**config.mk**
```make
export PLATFORM = sky130hd
export DESIGN_NAME = rgnam_top
export DESIGN_NICKNAME = d
export VERILOG_FILES = /design/src/pkg/rgnam_pkg.sv /design/src/logic/rgnam_region_match.sv /design/src/logic/rgnam_top.sv
export VERILOG_INCLUDE_DIRS = /design/src /design/src/pkg
export SDC_FILE = /design/constraint.sdc
export NUM_CORES = 1
export LEC_CHECK = 0
export ABC_CLOCK_PERIOD_IN_PS = 2700
export BUFFER_PORTS_ARGS = -buffer_cell sky130_fd_sc_hd__buf_2
export CAP_MARGIN = 30
export CELL_PAD_IN_SITES_DETAIL_PLACEMENT = 0
export CELL_PAD_IN_SITES_GLOBAL_PLACEMENT = 1
export CORE_UTILIZATION = 37
export CTS_CLUSTER_DIAMETER = 80
export DETAILED_ROUTE_END_ITERATION = 16
export PLACE_DENSITY = 0.83
export SYNTH_ARGS = -nofsm -noshare
export SYNTH_HDL_FRONTEND = slang
export SYNTH_SLANG_ARGS = --single-unit
```
**constraint.sdc**
```tcl
create_clock -name clk_i -period 2.7 [get_ports clk_i]
set_input_delay 0.405 -clock clk_i [delete_from_list [all_inputs] [get_ports clk_i]]
set_output_delay 0.405 -clock clk_i [all_outputs]
set_load 0.01 [all_outputs]
```
**src/pkg/rgnam_defs.svh**
```systemverilog
// Notes on behaviour
// Two independent region attribute registers
// Attributes from matching region, else defaults
// SRAM-mapped references skip region matching
// 32-bit, supervisor write only, not readable
// Written via control codes 0x004, 0x005
// Readable in background debug state
// Reset clears both registers to zero
// Base field compares address bits 31:24
// Mask bit one ignores that address bit
// Enable zero means region never matches
// Privilege filter: 00 user, 01 super, 1x any
// Cacheability bit: zero cacheable, one not
// Unbuffered write waits for external completion
// Buffered write terminates local bus immediately
// Write protect turns writes into access errors
// Write access errors reported imprecisely
// Default cacheability from cache control register
// Default buffered write from cache control
// Default write protect permits reads only
// First region wins when both match
`ifndef RGNAM_DEFS_SVH
`define RGNAM_DEFS_SVH
`define RGNAM_CODE_ZERO   12'h004
`define RGNAM_CODE_ONE    12'h005
`define RGNAM_RESET_VAL   32'h0000_0000
`define RGNAM_BASE_HI     31
`define RGNAM_BASE_LO     24
`define RGNAM_MASK_HI     23
`define RGNAM_MASK_LO     16
`define RGNAM_EN_BIT      15
`define RGNAM_PRIV_HI     14
`define RGNAM_PRIV_LO     13
`define RGNAM_NONCACHE_BIT 6
`define RGNAM_BUFWR_BIT    5
`define RGNAM_WP_BIT      2
`define RGNAM_WMASK       32'hffff_e064
`endif

```
**src/pkg/rgnam_pkg.sv**
```systemverilog
package rgnam_pkg;
    typedef logic [31:0] rgnam_word_t;
    typedef struct packed {
        logic noncache;
        logic buffered;
        logic wprot;
    } rgnam_attr_s;
    typedef enum logic [1:0] {
        RGNAM_IDLE,
        RGNAM_WAIT
    } rgnam_wstate_e;
endpackage

```
**src/logic/rgnam_region_match.sv**
```systemverilog
`timescale 1ns/100ps
`include "rgnam_defs.svh"
module rgnam_region_match
    import rgnam_pkg::*;
(
    // Region and reference
    input  wire rgnam_pkg::rgnam_word_t region_i,
    input  wire logic [7:0]             addr_hi_i,
    input  wire logic                   super_i,
    // Result
    output logic                        match_o
);
    import rgnam_pkg::*;
    logic [7:0] care;
    logic       priv_ok;
    assign care = ~region_i[`RGNAM_MASK_HI:`RGNAM_MASK_LO];
    always_comb begin
        case (region_i[`RGNAM_PRIV_HI:`RGNAM_PRIV_LO])
            2'h0:    priv_ok = ~super_i;
            2'h1:    priv_ok = super_i;
            default: priv_ok = 1'b1;
        endcase
    end
    assign match_o = region_i[`RGNAM_EN_BIT] & priv_ok
        & (((addr_hi_i ^ region_i[`RGNAM_BASE_HI:`RGNAM_BASE_LO]) & care) == 8'h00);
endmodule // rgnam_region_match

```
**src/logic/rgnam_top.sv**
```systemverilog
`timescale 1ns/100ps
`include "rgnam_defs.svh"
module rgnam_top
    import rgnam_pkg::*;
(
    // Clock and reset
    input  wire logic        clk_i,
    input  wire logic        reset_n_i,
    // Control register write port
    input  wire logic        creg_wr_i,
    input  wire logic [11:0] control_register_code_i,
    input  wire logic [31:0] creg_wdata_i,
    input  wire logic        creg_super_i,
    // Debug read port
    input  wire logic        background_debug_state_i,
    input  wire logic        dbg_rd_i,
    input  wire logic [11:0] dbg_code_i,
    output logic [31:0]      dbg_rdata_o,
    output logic             dbg_rvalid_o,
    // Cache control defaults
    input  wire logic        default_cacheability_i,
    input  wire logic        default_buffered_write_i,
    input  wire logic        default_write_protect_i,
    // Local bus reference
    input  wire logic        ref_valid_i,
    input  wire logic [31:0] ref_addr_i,
    input  wire logic        ref_write_i,
    input  wire logic        ref_super_i,
    input  wire logic        ref_sram_hit_i,
    // Effective attributes
    output logic             attr_valid_o,
    output logic             attr_noncache_o,
    output logic             attr_buffered_o,
    output logic             attr_wprot_o,
    output logic             attr_region0_o,
    output logic             attr_region1_o,
    // Write termination
    input  wire logic        ext_done_i,
    output logic             wr_busy_o,
    output logic             wr_term_o,
    output logic             wr_buffer_o,
    output logic             access_err_o
);
    import rgnam_pkg::*;

    // ****************************************
    // Reset synchroniser
    // ****************************************
    // Async assert, clocked release so no flop leaves reset a cycle early
    logic [1:0] rst_sync_ff;
    logic       rst_n;
    always_ff @(posedge clk_i or negedge reset_n_i) begin
        if (!reset_n_i) begin
            rst_sync_ff <= 2'h0;
        end else begin
            rst_sync_ff <= {rst_sync_ff[0], 1'b1};
        end
    end
    assign rst_n = rst_sync_ff[1];

    // ****************************************
    // State
    // ****************************************
    // Both regions, debug read data and write tracking in one register
    typedef struct packed {
        rgnam_word_t [1:0] region;
        logic [31:0]       dbg_rdata;
        logic              dbg_rvalid;
        rgnam_wstate_e     wstate;
        logic              term;
        logic              buf_wr;
        logic              err;
    } rgnam_state_s;
    rgnam_state_s state_ff;
    rgnam_state_s nxt_state;

    // ****************************************
    // Region matching
    // ****************************************
    logic [1:0]  hit;
    rgnam_attr_s eff;
    genvar gi;
    generate
        for (gi = 0; gi < 2; gi++) begin : g_region
            rgnam_region_match u_match (
                .region_i  (state_ff.region[gi]),
                .addr_hi_i (ref_addr_i[31:24]),
                .super_i   (ref_super_i),
                .match_o   (hit[gi])
            );
        end
    endgenerate

    function automatic rgnam_attr_s region_attr(input rgnam_word_t r);
        region_attr.noncache = r[`RGNAM_NONCACHE_BIT];
        region_attr.buffered = r[`RGNAM_BUFWR_BIT];
        region_attr.wprot    = r[`RGNAM_WP_BIT];
    endfunction

    logic use0;
    logic use1;
    assign use0 = hit[0] & ~ref_sram_hit_i;
    // Region zero wins an overlap, so region one only fills gaps
    assign use1 = hit[1] & ~hit[0] & ~ref_sram_hit_i;
    always_comb begin
        if (use0) begin
            eff = region_attr(state_ff.region[0]);
        end else if (use1) begin
            eff = region_attr(state_ff.region[1]);
        end else begin
            eff.noncache = default_cacheability_i;
            eff.buffered = default_buffered_write_i;
            eff.wprot    = default_write_protect_i;
        end
    end

    // ****************************************
    // Attribute outputs
    // ****************************************
    // Valid follows the reference; attributes are purely combinational
    assign attr_valid_o    = ref_valid_i;
    assign attr_noncache_o = eff.noncache;
    assign attr_buffered_o = eff.buffered;
    assign attr_wprot_o    = eff.wprot;
    assign attr_region0_o  = ref_valid_i & use0;
    assign attr_region1_o  = ref_valid_i & use1;

    // ****************************************
    // Control register code decode
    // ****************************************
    // One-hot region select; any other code selects nothing
    function automatic logic [1:0] code_sel(input logic [11:0] code);
        case (code)
            `RGNAM_CODE_ZERO: code_sel = 2'h1;
            `RGNAM_CODE_ONE:  code_sel = 2'h2;
            default:          code_sel = 2'h0;
        endcase
    endfunction

    logic [1:0] wr_sel;
    logic [1:0] rd_sel;
    assign wr_sel = code_sel(control_register_code_i);
    assign rd_sel = code_sel(dbg_code_i);

    // ****************************************
    // Next state
    // ****************************************
    logic wr_go;
    assign wr_go = ref_valid_i & ref_write_i;
    always_comb begin
        nxt_state = state_ff;
        nxt_state.term       = 1'b0;
        nxt_state.buf_wr     = 1'b0;
        nxt_state.err        = 1'b0;
        nxt_state.dbg_rvalid = 1'b0;
        // Writes only from supervisor; unused bits are stored as zero
        if (creg_wr_i && creg_super_i) begin
            for (int i = 0; i < 2; i++) begin
                if (wr_sel[i]) begin
                    nxt_state.region[i] = creg_wdata_i & `RGNAM_WMASK;
                end
            end
        end
        // Reads exist only through the debug port, software sees nothing
        if (dbg_rd_i && background_debug_state_i) begin
            nxt_state.dbg_rvalid = 1'b1;
            nxt_state.dbg_rdata  = 32'h0000_0000;
            for (int i = 0; i < 2; i++) begin
                if (rd_sel[i]) begin
                    nxt_state.dbg_rdata = state_ff.region[i];
                end
            end
        end
        // Write termination; a single write is outstanding at a time
        case (state_ff.wstate)
            RGNAM_IDLE: begin
                if (wr_go) begin
                    if (eff.wprot) begin
                        // Error flagged a cycle later, not tied to the write
                        nxt_state.err  = 1'b1;
                        nxt_state.term = 1'b1;
                    end else if (eff.buffered) begin
                        nxt_state.term   = 1'b1;
                        nxt_state.buf_wr = 1'b1;
                    end else if (ext_done_i) begin
                        nxt_state.term = 1'b1;
                    end else begin
                        nxt_state.wstate = RGNAM_WAIT;
                    end
                end
            end
            RGNAM_WAIT: begin
                if (ext_done_i) begin
                    nxt_state.term   = 1'b1;
                    nxt_state.wstate = RGNAM_IDLE;
                end
            end
            default: nxt_state.wstate = RGNAM_IDLE;
        endcase
    end

    // ****************************************
    // State register
    // ****************************************
    always_ff @(posedge clk_i or negedge rst_n) begin
        if (!rst_n) begin
            state_ff <= '0;
            state_ff.wstate <= RGNAM_IDLE;
        end else begin
            state_ff <= nxt_state;
        end
    end

    // ****************************************
    // Registered outputs
    // ****************************************
    assign dbg_rdata_o  = state_ff.dbg_rdata;
    assign dbg_rvalid_o = state_ff.dbg_rvalid;
    assign wr_busy_o    = (state_ff.wstate == RGNAM_WAIT);
    assign wr_term_o    = state_ff.term;
    assign wr_buffer_o  = state_ff.buf_wr;
    assign access_err_o = state_ff.err;
endmodule // rgnam_top

```
==> results of run 1 <==
-- cells by family after synthesis --
group	count (synthesis)	synth area share
other	2	0.00209
AOI/OAI and AO/OA	42	0.0787
DFF	73	0.509
buffers and inverters	48	0.0882
and+or+nand+nor	54	0.0791
muxes	66	0.199
xor gates and xnor gates	18	0.0439
-- layer usage --
layer  share of wire  track usage
met1            0.45        0.199
met2            0.49        0.273
met3           0.046       0.0277
met4           0.017       0.0736
met5               0            0
-- worst min-delay path by stage --
stage                               end  cells past startpoint
6_report        state_ff[3]$_DFFE_PN0P_                      2
4_1_cts         state_ff[3]$_DFFE_PN0P_                      2
3_5_place_dp   rst_sync_ff[0]$_DFF_PN0_                      1
3_3_place_gp   rst_sync_ff[0]$_DFF_PN0_                      1
5_1_grt         state_ff[3]$_DFFE_PN0P_                      2
2_1_floorplan  rst_sync_ff[0]$_DFF_PN0_                      0
-- Yosys cell counts, drive strengths merged (2+ instances only) --
library cell and n:
o22ai 8, clkbuf 6, nor3b 3, nand4 2, mux2 44, o21ai 24, mux2i 22, dfrtp 73
a21o 2, nand2b 2, o211a 3, nand2 24, nor2 2, xnor2 18, or3 4, o211ai 2
buf 41, nor4b 3, nor3 7, conb 2
-- worst reg2reg max path, stage by stage, from the launching register on --
cell and delay (ns):
dfrtp_1 0.41, xnor2_2 0.16, o22ai_2 0.12, or3_4 0.42, o211a_4 0.29, o211a_4 0.27
o311a_1 0.33
-- final cells by class --
| type | count | area share |
|---|---|---|
| Timing Repair Buffer | 109 | 0.139 |
| Tap cell | 129 | 0.0372 |
| Inverter | 1 | 0.000865 |
| Clock buffer | 14 | 0.0398 |
| Clock inverter | 2 | 0.00808 |
| Sequential cell | 73 | 0.421 |
| Multi-Input combinational cell | 191 | 0.354 |
-- registers in the layout (all words and copies together) (netlist names) --
| signal | flops |
|---|---|
| access_err_o | 1 |
| dbg_rdata_o | 22 |
| dbg_rvalid_o | 1 |
| rst_sync_ff | 2 |
| state_ff | 45 |
| wr_buffer_o | 1 |
| wr_term_o | 1 |
-- per-stage QoR --
stage,setup TNS [ns],setup WS (ns)
after CTS,0,0.00399
final,0,0.0697
after global routing,-0.0183,-0.0158
after floorplan,0,0.517
after detailed placement,0,0.124
after global placement,0,0.150
-- power groups by stage --
| stage | combinational, mW | clock (mW) | sequential [mW] |
|---|---|---|---|
| after floorplan | 0.0743 | 0 | 1.14 |
| after global placement | 0.152 | 0 | 1.13 |
| after detailed placement | 0.155 | 0 | 1.13 |
| after CTS | 0.160 | 0.915 | 1.11 |
| after global routing | 0.177 | 0.956 | 1.12 |
| final | 0.159 | 0.890 | 1.11 |
-- repair_timing --
item	in CTS	in global routing
setup buffers	1	2
pin swaps	3	7
resized for setup	5	4
endpoints found under the hold margin	2	0
setup endpoints to repair	3	2
hold buffers	1	0
==> reports/qor.txt, run 1 <==
N_diodes = 0
Most frequent cells in the layout = buf_2 (99), dfrtp_1 (72), mux2_2 (44), nand2_1 (24), o21ai_0 (23)
Sw Ratio = 0.223
Worst stage delay on the critical path = 0.42 ns
Area after DPL = 0.00404 sq mm
Crit path capture type = output port
CTS tree = built
Setup Crit Path Kind = reg -> out
Leak pwr = 2.22 nW
Max cap viols = 0
Hold crit path type = in -> reg
Worst r2r dst = wr_term_o$_DFF_PN0_
R2R Setup Slk = 0.58 ns
RD Place Congestion = 0.718
Setup crit start = state_ff[66]$_DFFE_PN0P_
FP Rows = 35
Pwr Density = 498 mW/mm^2
EDFF count, synth = 0
Final core utilization = 0.465
Area leader, netlist = dfrtp_1
Combinational Power Share = 0.074
PortBufs = 100
Antenna violations before repair = 0
Register area share after synthesis = 0.509
Post-route DRC violation count = 0
Clk Latency, worst-skew pair = 0.34 ns
CTS Buf Count = 9
Pint = 1.68 mW
Proportion of synthesized flip-flops having asynchronous set or reset = 1.00
Fillers = 923
Area of the multi-input gates = 0.00154 sq mm
Gr usage total = 0.160
Dpl hpwl = 5.49 mm
Commonest non-fill, non-tap cell in the layout = buf_2
Synthesized area = 0.00359 sq mm
Vias/cell = 4.71
Largest cells by area after synthesis = dfrtp_1 (51%), mux2_2 (14%), buf_4 (7.3%)
Critical Path RT = 2.30 ns
First-pass GRT wire length = 12.0 mm
Crit path cell chain = xnor2_2, o22ai_2, or3_4, o211a_4, a221o_2, buf_6
Max Clk Rate = 380 MHz
Final period util = 0.974
Clock buffer depth = 2
Worst rel slew slack = 0.446
RR Startpoint = state_ff[66]$_DFFE_PN0P_
CTS root buf = clkbuf_8
Htree depth = 3
Status = finished clean
Sinks on Clock Net = 73
Buf/Inv on CP = 1
CP top delay family = compound AO/OA/AOI/OAI gates
FF/Latch Area = 0.00183 sq mm
Via count = 2,446
I/O pin count = 145
Inst Count DP = 499
Synth cell types = 35
RSZ-0062 raised after global routing = true
Final setup vio count = 0
CP max stage cell = or3_4
Die W = 101 um
Initial Util = 0.385
Vias in the first global route = 2,423
Die Y = 101 um
Initial DRT Pass Iterations = 4
Fraction of layout cells with a size suffix above 1 = 0.467
Syn Inst Count = 303
Area growth, synth to finish = 20.8%
Final antenna-violating net count = 0
Final Non-Filler Cells = 519
NumNets Final = 487
Clk_skew = 0.00735 ns
Critical path depth in cells = 6
Slew @ Worst Pin = 0.831 ns
Hold Vio Cnt, Final = 0
Aggregate routed wire length = 7.70 mm
#FFs+latches synth = 73
Detailed Route Iter0 Violations = 51
Final Max Tran Viols = 0
Post-synth top area share = 0.509
Setup crit end = attr_noncache_o
Synth warn = 0
Post-route cell area = 0.00434 sq mm
Worst-path fanout max = 5
Max VDD drop = 0.171 mV
Worst-path clk slew = 0.08 ns
Worst hold path startpoint = ext_done_i
Avg Cell Area, Syn = 11.9 sq um
Worst Path Arrival = 2.23 ns
Pwr Total = 2.16 mW
P_sw = 0.483 mW
Sequential power share = 0.515
Total gr overflow = 0
Largest net degree at the start of global routing = 38
Die ar. = 0.0101 sq mm
Hold_ws = 0.288 ns
Clock Power Share = 0.412
Setup crit start kind = flip-flop
WL/cell = 14.8 um
Tmin final = 2.63 ns
Primary FF master, synth = dfrtp_1
Worst reg2reg path depth = 6
Placeable Area = 0.00933 sq mm
(Power assumes the default switching activity.)
==> run 2: changes to the inputs <==
CAP_MARGIN = 0   (was 30)
CELL_PAD_IN_SITES_DETAIL_PLACEMENT = 1   (was 0)
GPL_ROUTABILITY_DRIVEN = 0   (was unset)
==> run 2 against run 1 <==
Wire length rose by 11%. Sequential power barely moved. Register-to-register slack got worse by 0.09 ns. Fmax fell by 0.10%. Critical endpoint unchanged. Critical path depth did not move.
==> reports/qor.txt, run 2 (synthesis gave the netlist of run 1 again) <==
Final period util = 0.975 (+0.00100)
Crit path capture type = output port
Max VDD drop = 0.271 mV (+59%)
WL/cell = 16.4 um (+11%)
Final Max Tran Viols = 0 (unchanged)
Worst-path clk slew = 0.07 ns (about the same)
RSZ-0062 raised after global routing = true
Leak pwr = 2.21 nW (-0.13%)
Pwr Total = 2.13 mW (-1.3%)
Pwr Density = 494 mW/mm^2 (-0.97%)
Status = finished clean
CTS root buf = clkbuf_8
Clock buffer depth = 2 (unchanged)
Final antenna-violating net count = 0 (unchanged)
CTS Buf Count = 9 (unchanged)
Worst-path fanout max = 5 (unchanged)
Area of the multi-input gates = 0.00153 sq mm (-0.49%)
Aggregate routed wire length = 8.52 mm (+11%)
Pint = 1.65 mW (-1.9%)
CTS tree = built
Vias/cell = 4.87 (+3.4%)
Worst hold path startpoint = ext_done_i
Final setup vio count = 0 (unchanged)
Combinational Power Share = 0.076 (+0.002)
Vias in the first global route = 2,665 (+10%)
Worst Hold Depth = 2 (unchanged)
Setup crit start kind = flip-flop
NumNets Final = 488 (+0.21%)
Detailed Route Iter0 Violations = 66 (+29%)
Hold crit path type = in -> reg
Largest net degree at the start of global routing = 38 (unchanged)
Total gr overflow = 0 (unchanged)
Sw Ratio = 0.229 (+0.00509)
Htree depth = 3 (unchanged)
Tmin final = 2.63 ns (+0.00271 ns)
Worst rel slew slack = 0.435 (-0.0110)
FP Rows = 35 (unchanged)
Fraction of layout cells with a size suffix above 1 = 0.467 (unchanged)
Fillers = 1,058 (+15%)
Commonest non-fill, non-tap cell in the layout = buf_2
Post-route cell area = 0.00433 sq mm (-0.29%)
Slew @ Worst Pin = 0.847 ns (+0.0164 ns)
Sequential power share = 0.521 (+0.006)
Initial DRT Pass Iterations = 4 (unchanged)
FF/Latch Area = 0.00183 sq mm (unchanged)
Max cap viols = 0 (unchanged)
Die Y = 101 um (unchanged)
Max FFs per register = 45 (unchanged)
Reg with most FFs = state_ff
Most frequent cells in the layout = buf_2 (99), dfrtp_1 (72), mux2_2 (44), nand2_1 (24), o21ai_0 (23)
Post-route DRC violation count = 0 (unchanged)
Via count = 2,528 (+3.4%)
Worst Path Arrival = 2.23 ns (about the same)
Area growth, synth to finish = 20.5%
N_diodes = 0 (unchanged)
First-pass GRT wire length = 13.4 mm (+11%)
Gr usage total = 0.177 (+0.0166)
Final core utilization = 0.464 (-0.00134)
Critical Path RT = 2.30 ns (about the same)
Area after DPL = 0.00404 sq mm (unchanged)
P_sw = 0.488 mW (+0.99%)
PortBufs = 100 (unchanged)
RR Startpoint = state_ff[66]$_DFFE_PN0P_
Setup Crit Path Kind = reg -> out
Clk_skew = 0.00754 ns (+0.000191 ns)
Sinks on Clock Net = 73 (unchanged)
Post-route setup slack = 0.0670 ns (-0.00271 ns)
Die W = 101 um (unchanged)
Die ar. = 0.0101 sq mm (unchanged)
Dpl hpwl = 6.15 mm (+12%)
Hold Path End = state_ff[3]$_DFFE_PN0P_
Worst r2r dst = wr_term_o$_DFF_PN0_
Hold Vio Cnt, Final = 0 (unchanged)
Antenna violations before repair = 0 (unchanged)
Max Clk Rate = 380 MHz (-0.10%)
R2R Setup Slk = 0.49 ns (-0.09 ns)
I/O pin count = 145 (unchanged)
Clk Latency, worst-skew pair = 0.33 ns (about the same)
Clock Power Share = 0.403 (-0.009)
Initial Util = 0.385 (unchanged)
Worst slack at placement = 0.0937 ns (-0.0306 ns)
Placeable Area = 0.00933 sq mm (unchanged)
Worst reg2reg path depth = 7 (+1)
[run 2: cell count changes in the layout (fill, tap and decap cells not counted), sizes merged]
cell | before | now
clkbuf | 14 | 12
clkinv | 1 | 2
buf | 108 | 109
[run 2: critical path, cell delays in order, from the launching register on]
cell and delay [ns]:
dfrtp_1 0.41, xnor2_2 0.20, o22ai_2 0.11, or3_4 0.43, o211a_4 0.27, a221o_2 0.36, buf_6 0.12
[run 2: power by group through the flow]
stage	registers, mW	logic, mW	clock network [mW]
after floorplan	1.14	0.0743	0
after global placement	1.13	0.152	0
after detailed placement	1.14	0.158	0
after CTS	1.11	0.163	0.885
after global routing	1.12	0.178	0.935
final	1.11	0.163	0.859
[run 2: per-stage QoR]
stage | instances | hold slack [ns] | setup TNS [ns]
6_report | 519 | 0.291 | 0
5_1_grt | 519 | 0.287 | -0.0330
4_1_cts | 517 | 0.274 | 0
3_5_place_dp | 499 | 0.191 | 0
3_3_place_gp | 499 | 0.192 | 0
2_1_floorplan | 312 | 0.109 | 0
[run 2: repair_timing]
| action | in CTS | in global routing |
|---|---|---|
| hold endpoints to repair | 2 | 0 |
| gates cloned | 0 | 0 |
| endpoints found under the setup margin | 3 | 2 |
| resized for setup | 6 | 2 |
| pin swaps | 4 | 7 |
| hold buffers | 1 | 0 |
| buffers inserted | 2 | 2 |
[run 2: final cells by class]
type / count / area share
flip-flops and latches: 73 / 0.423
multi-input cells: 191 / 0.353
repair buffers: 110 / 0.141
well taps: 129 / 0.0373
clock buffers: 12 / 0.0359
clock inverters: 3 / 0.00926
inverters: 1 / 0.000868
[run 2: how the worst max path moves through the flow]
stage	from	to	slack, ns
after global routing	state_ff[66]$_DFFE_PN0P_	attr_noncache_o	-0.03
after detailed placement	ref_addr_i[28]	attr_noncache_o	0.09
after floorplan	rst_sync_ff[1]$_DFF_PN0_	access_err_o$_DFF_PN0_	0.52
after global placement	ref_addr_i[31]	attr_noncache_o	0.15
after CTS	state_ff[67]$_DFFE_PN0P_	attr_noncache_o	0.004
final	state_ff[66]$_DFFE_PN0P_	attr_noncache_o	0.07
[run 2: routing by layer]
| metal | vias to the layer above | track usage | part of all wire |
|---|---|---|---|
| met2 | 76 | 0.317 | 0.53 |
| met4 | 0 | 0.0635 | 0.0069 |
| li1 | 1183 | - | - |
| met1 | 1262 | 0.215 | 0.42 |
| met3 | 7 | 0.0277 | 0.041 |
| met5 | - | 0 | 0 |
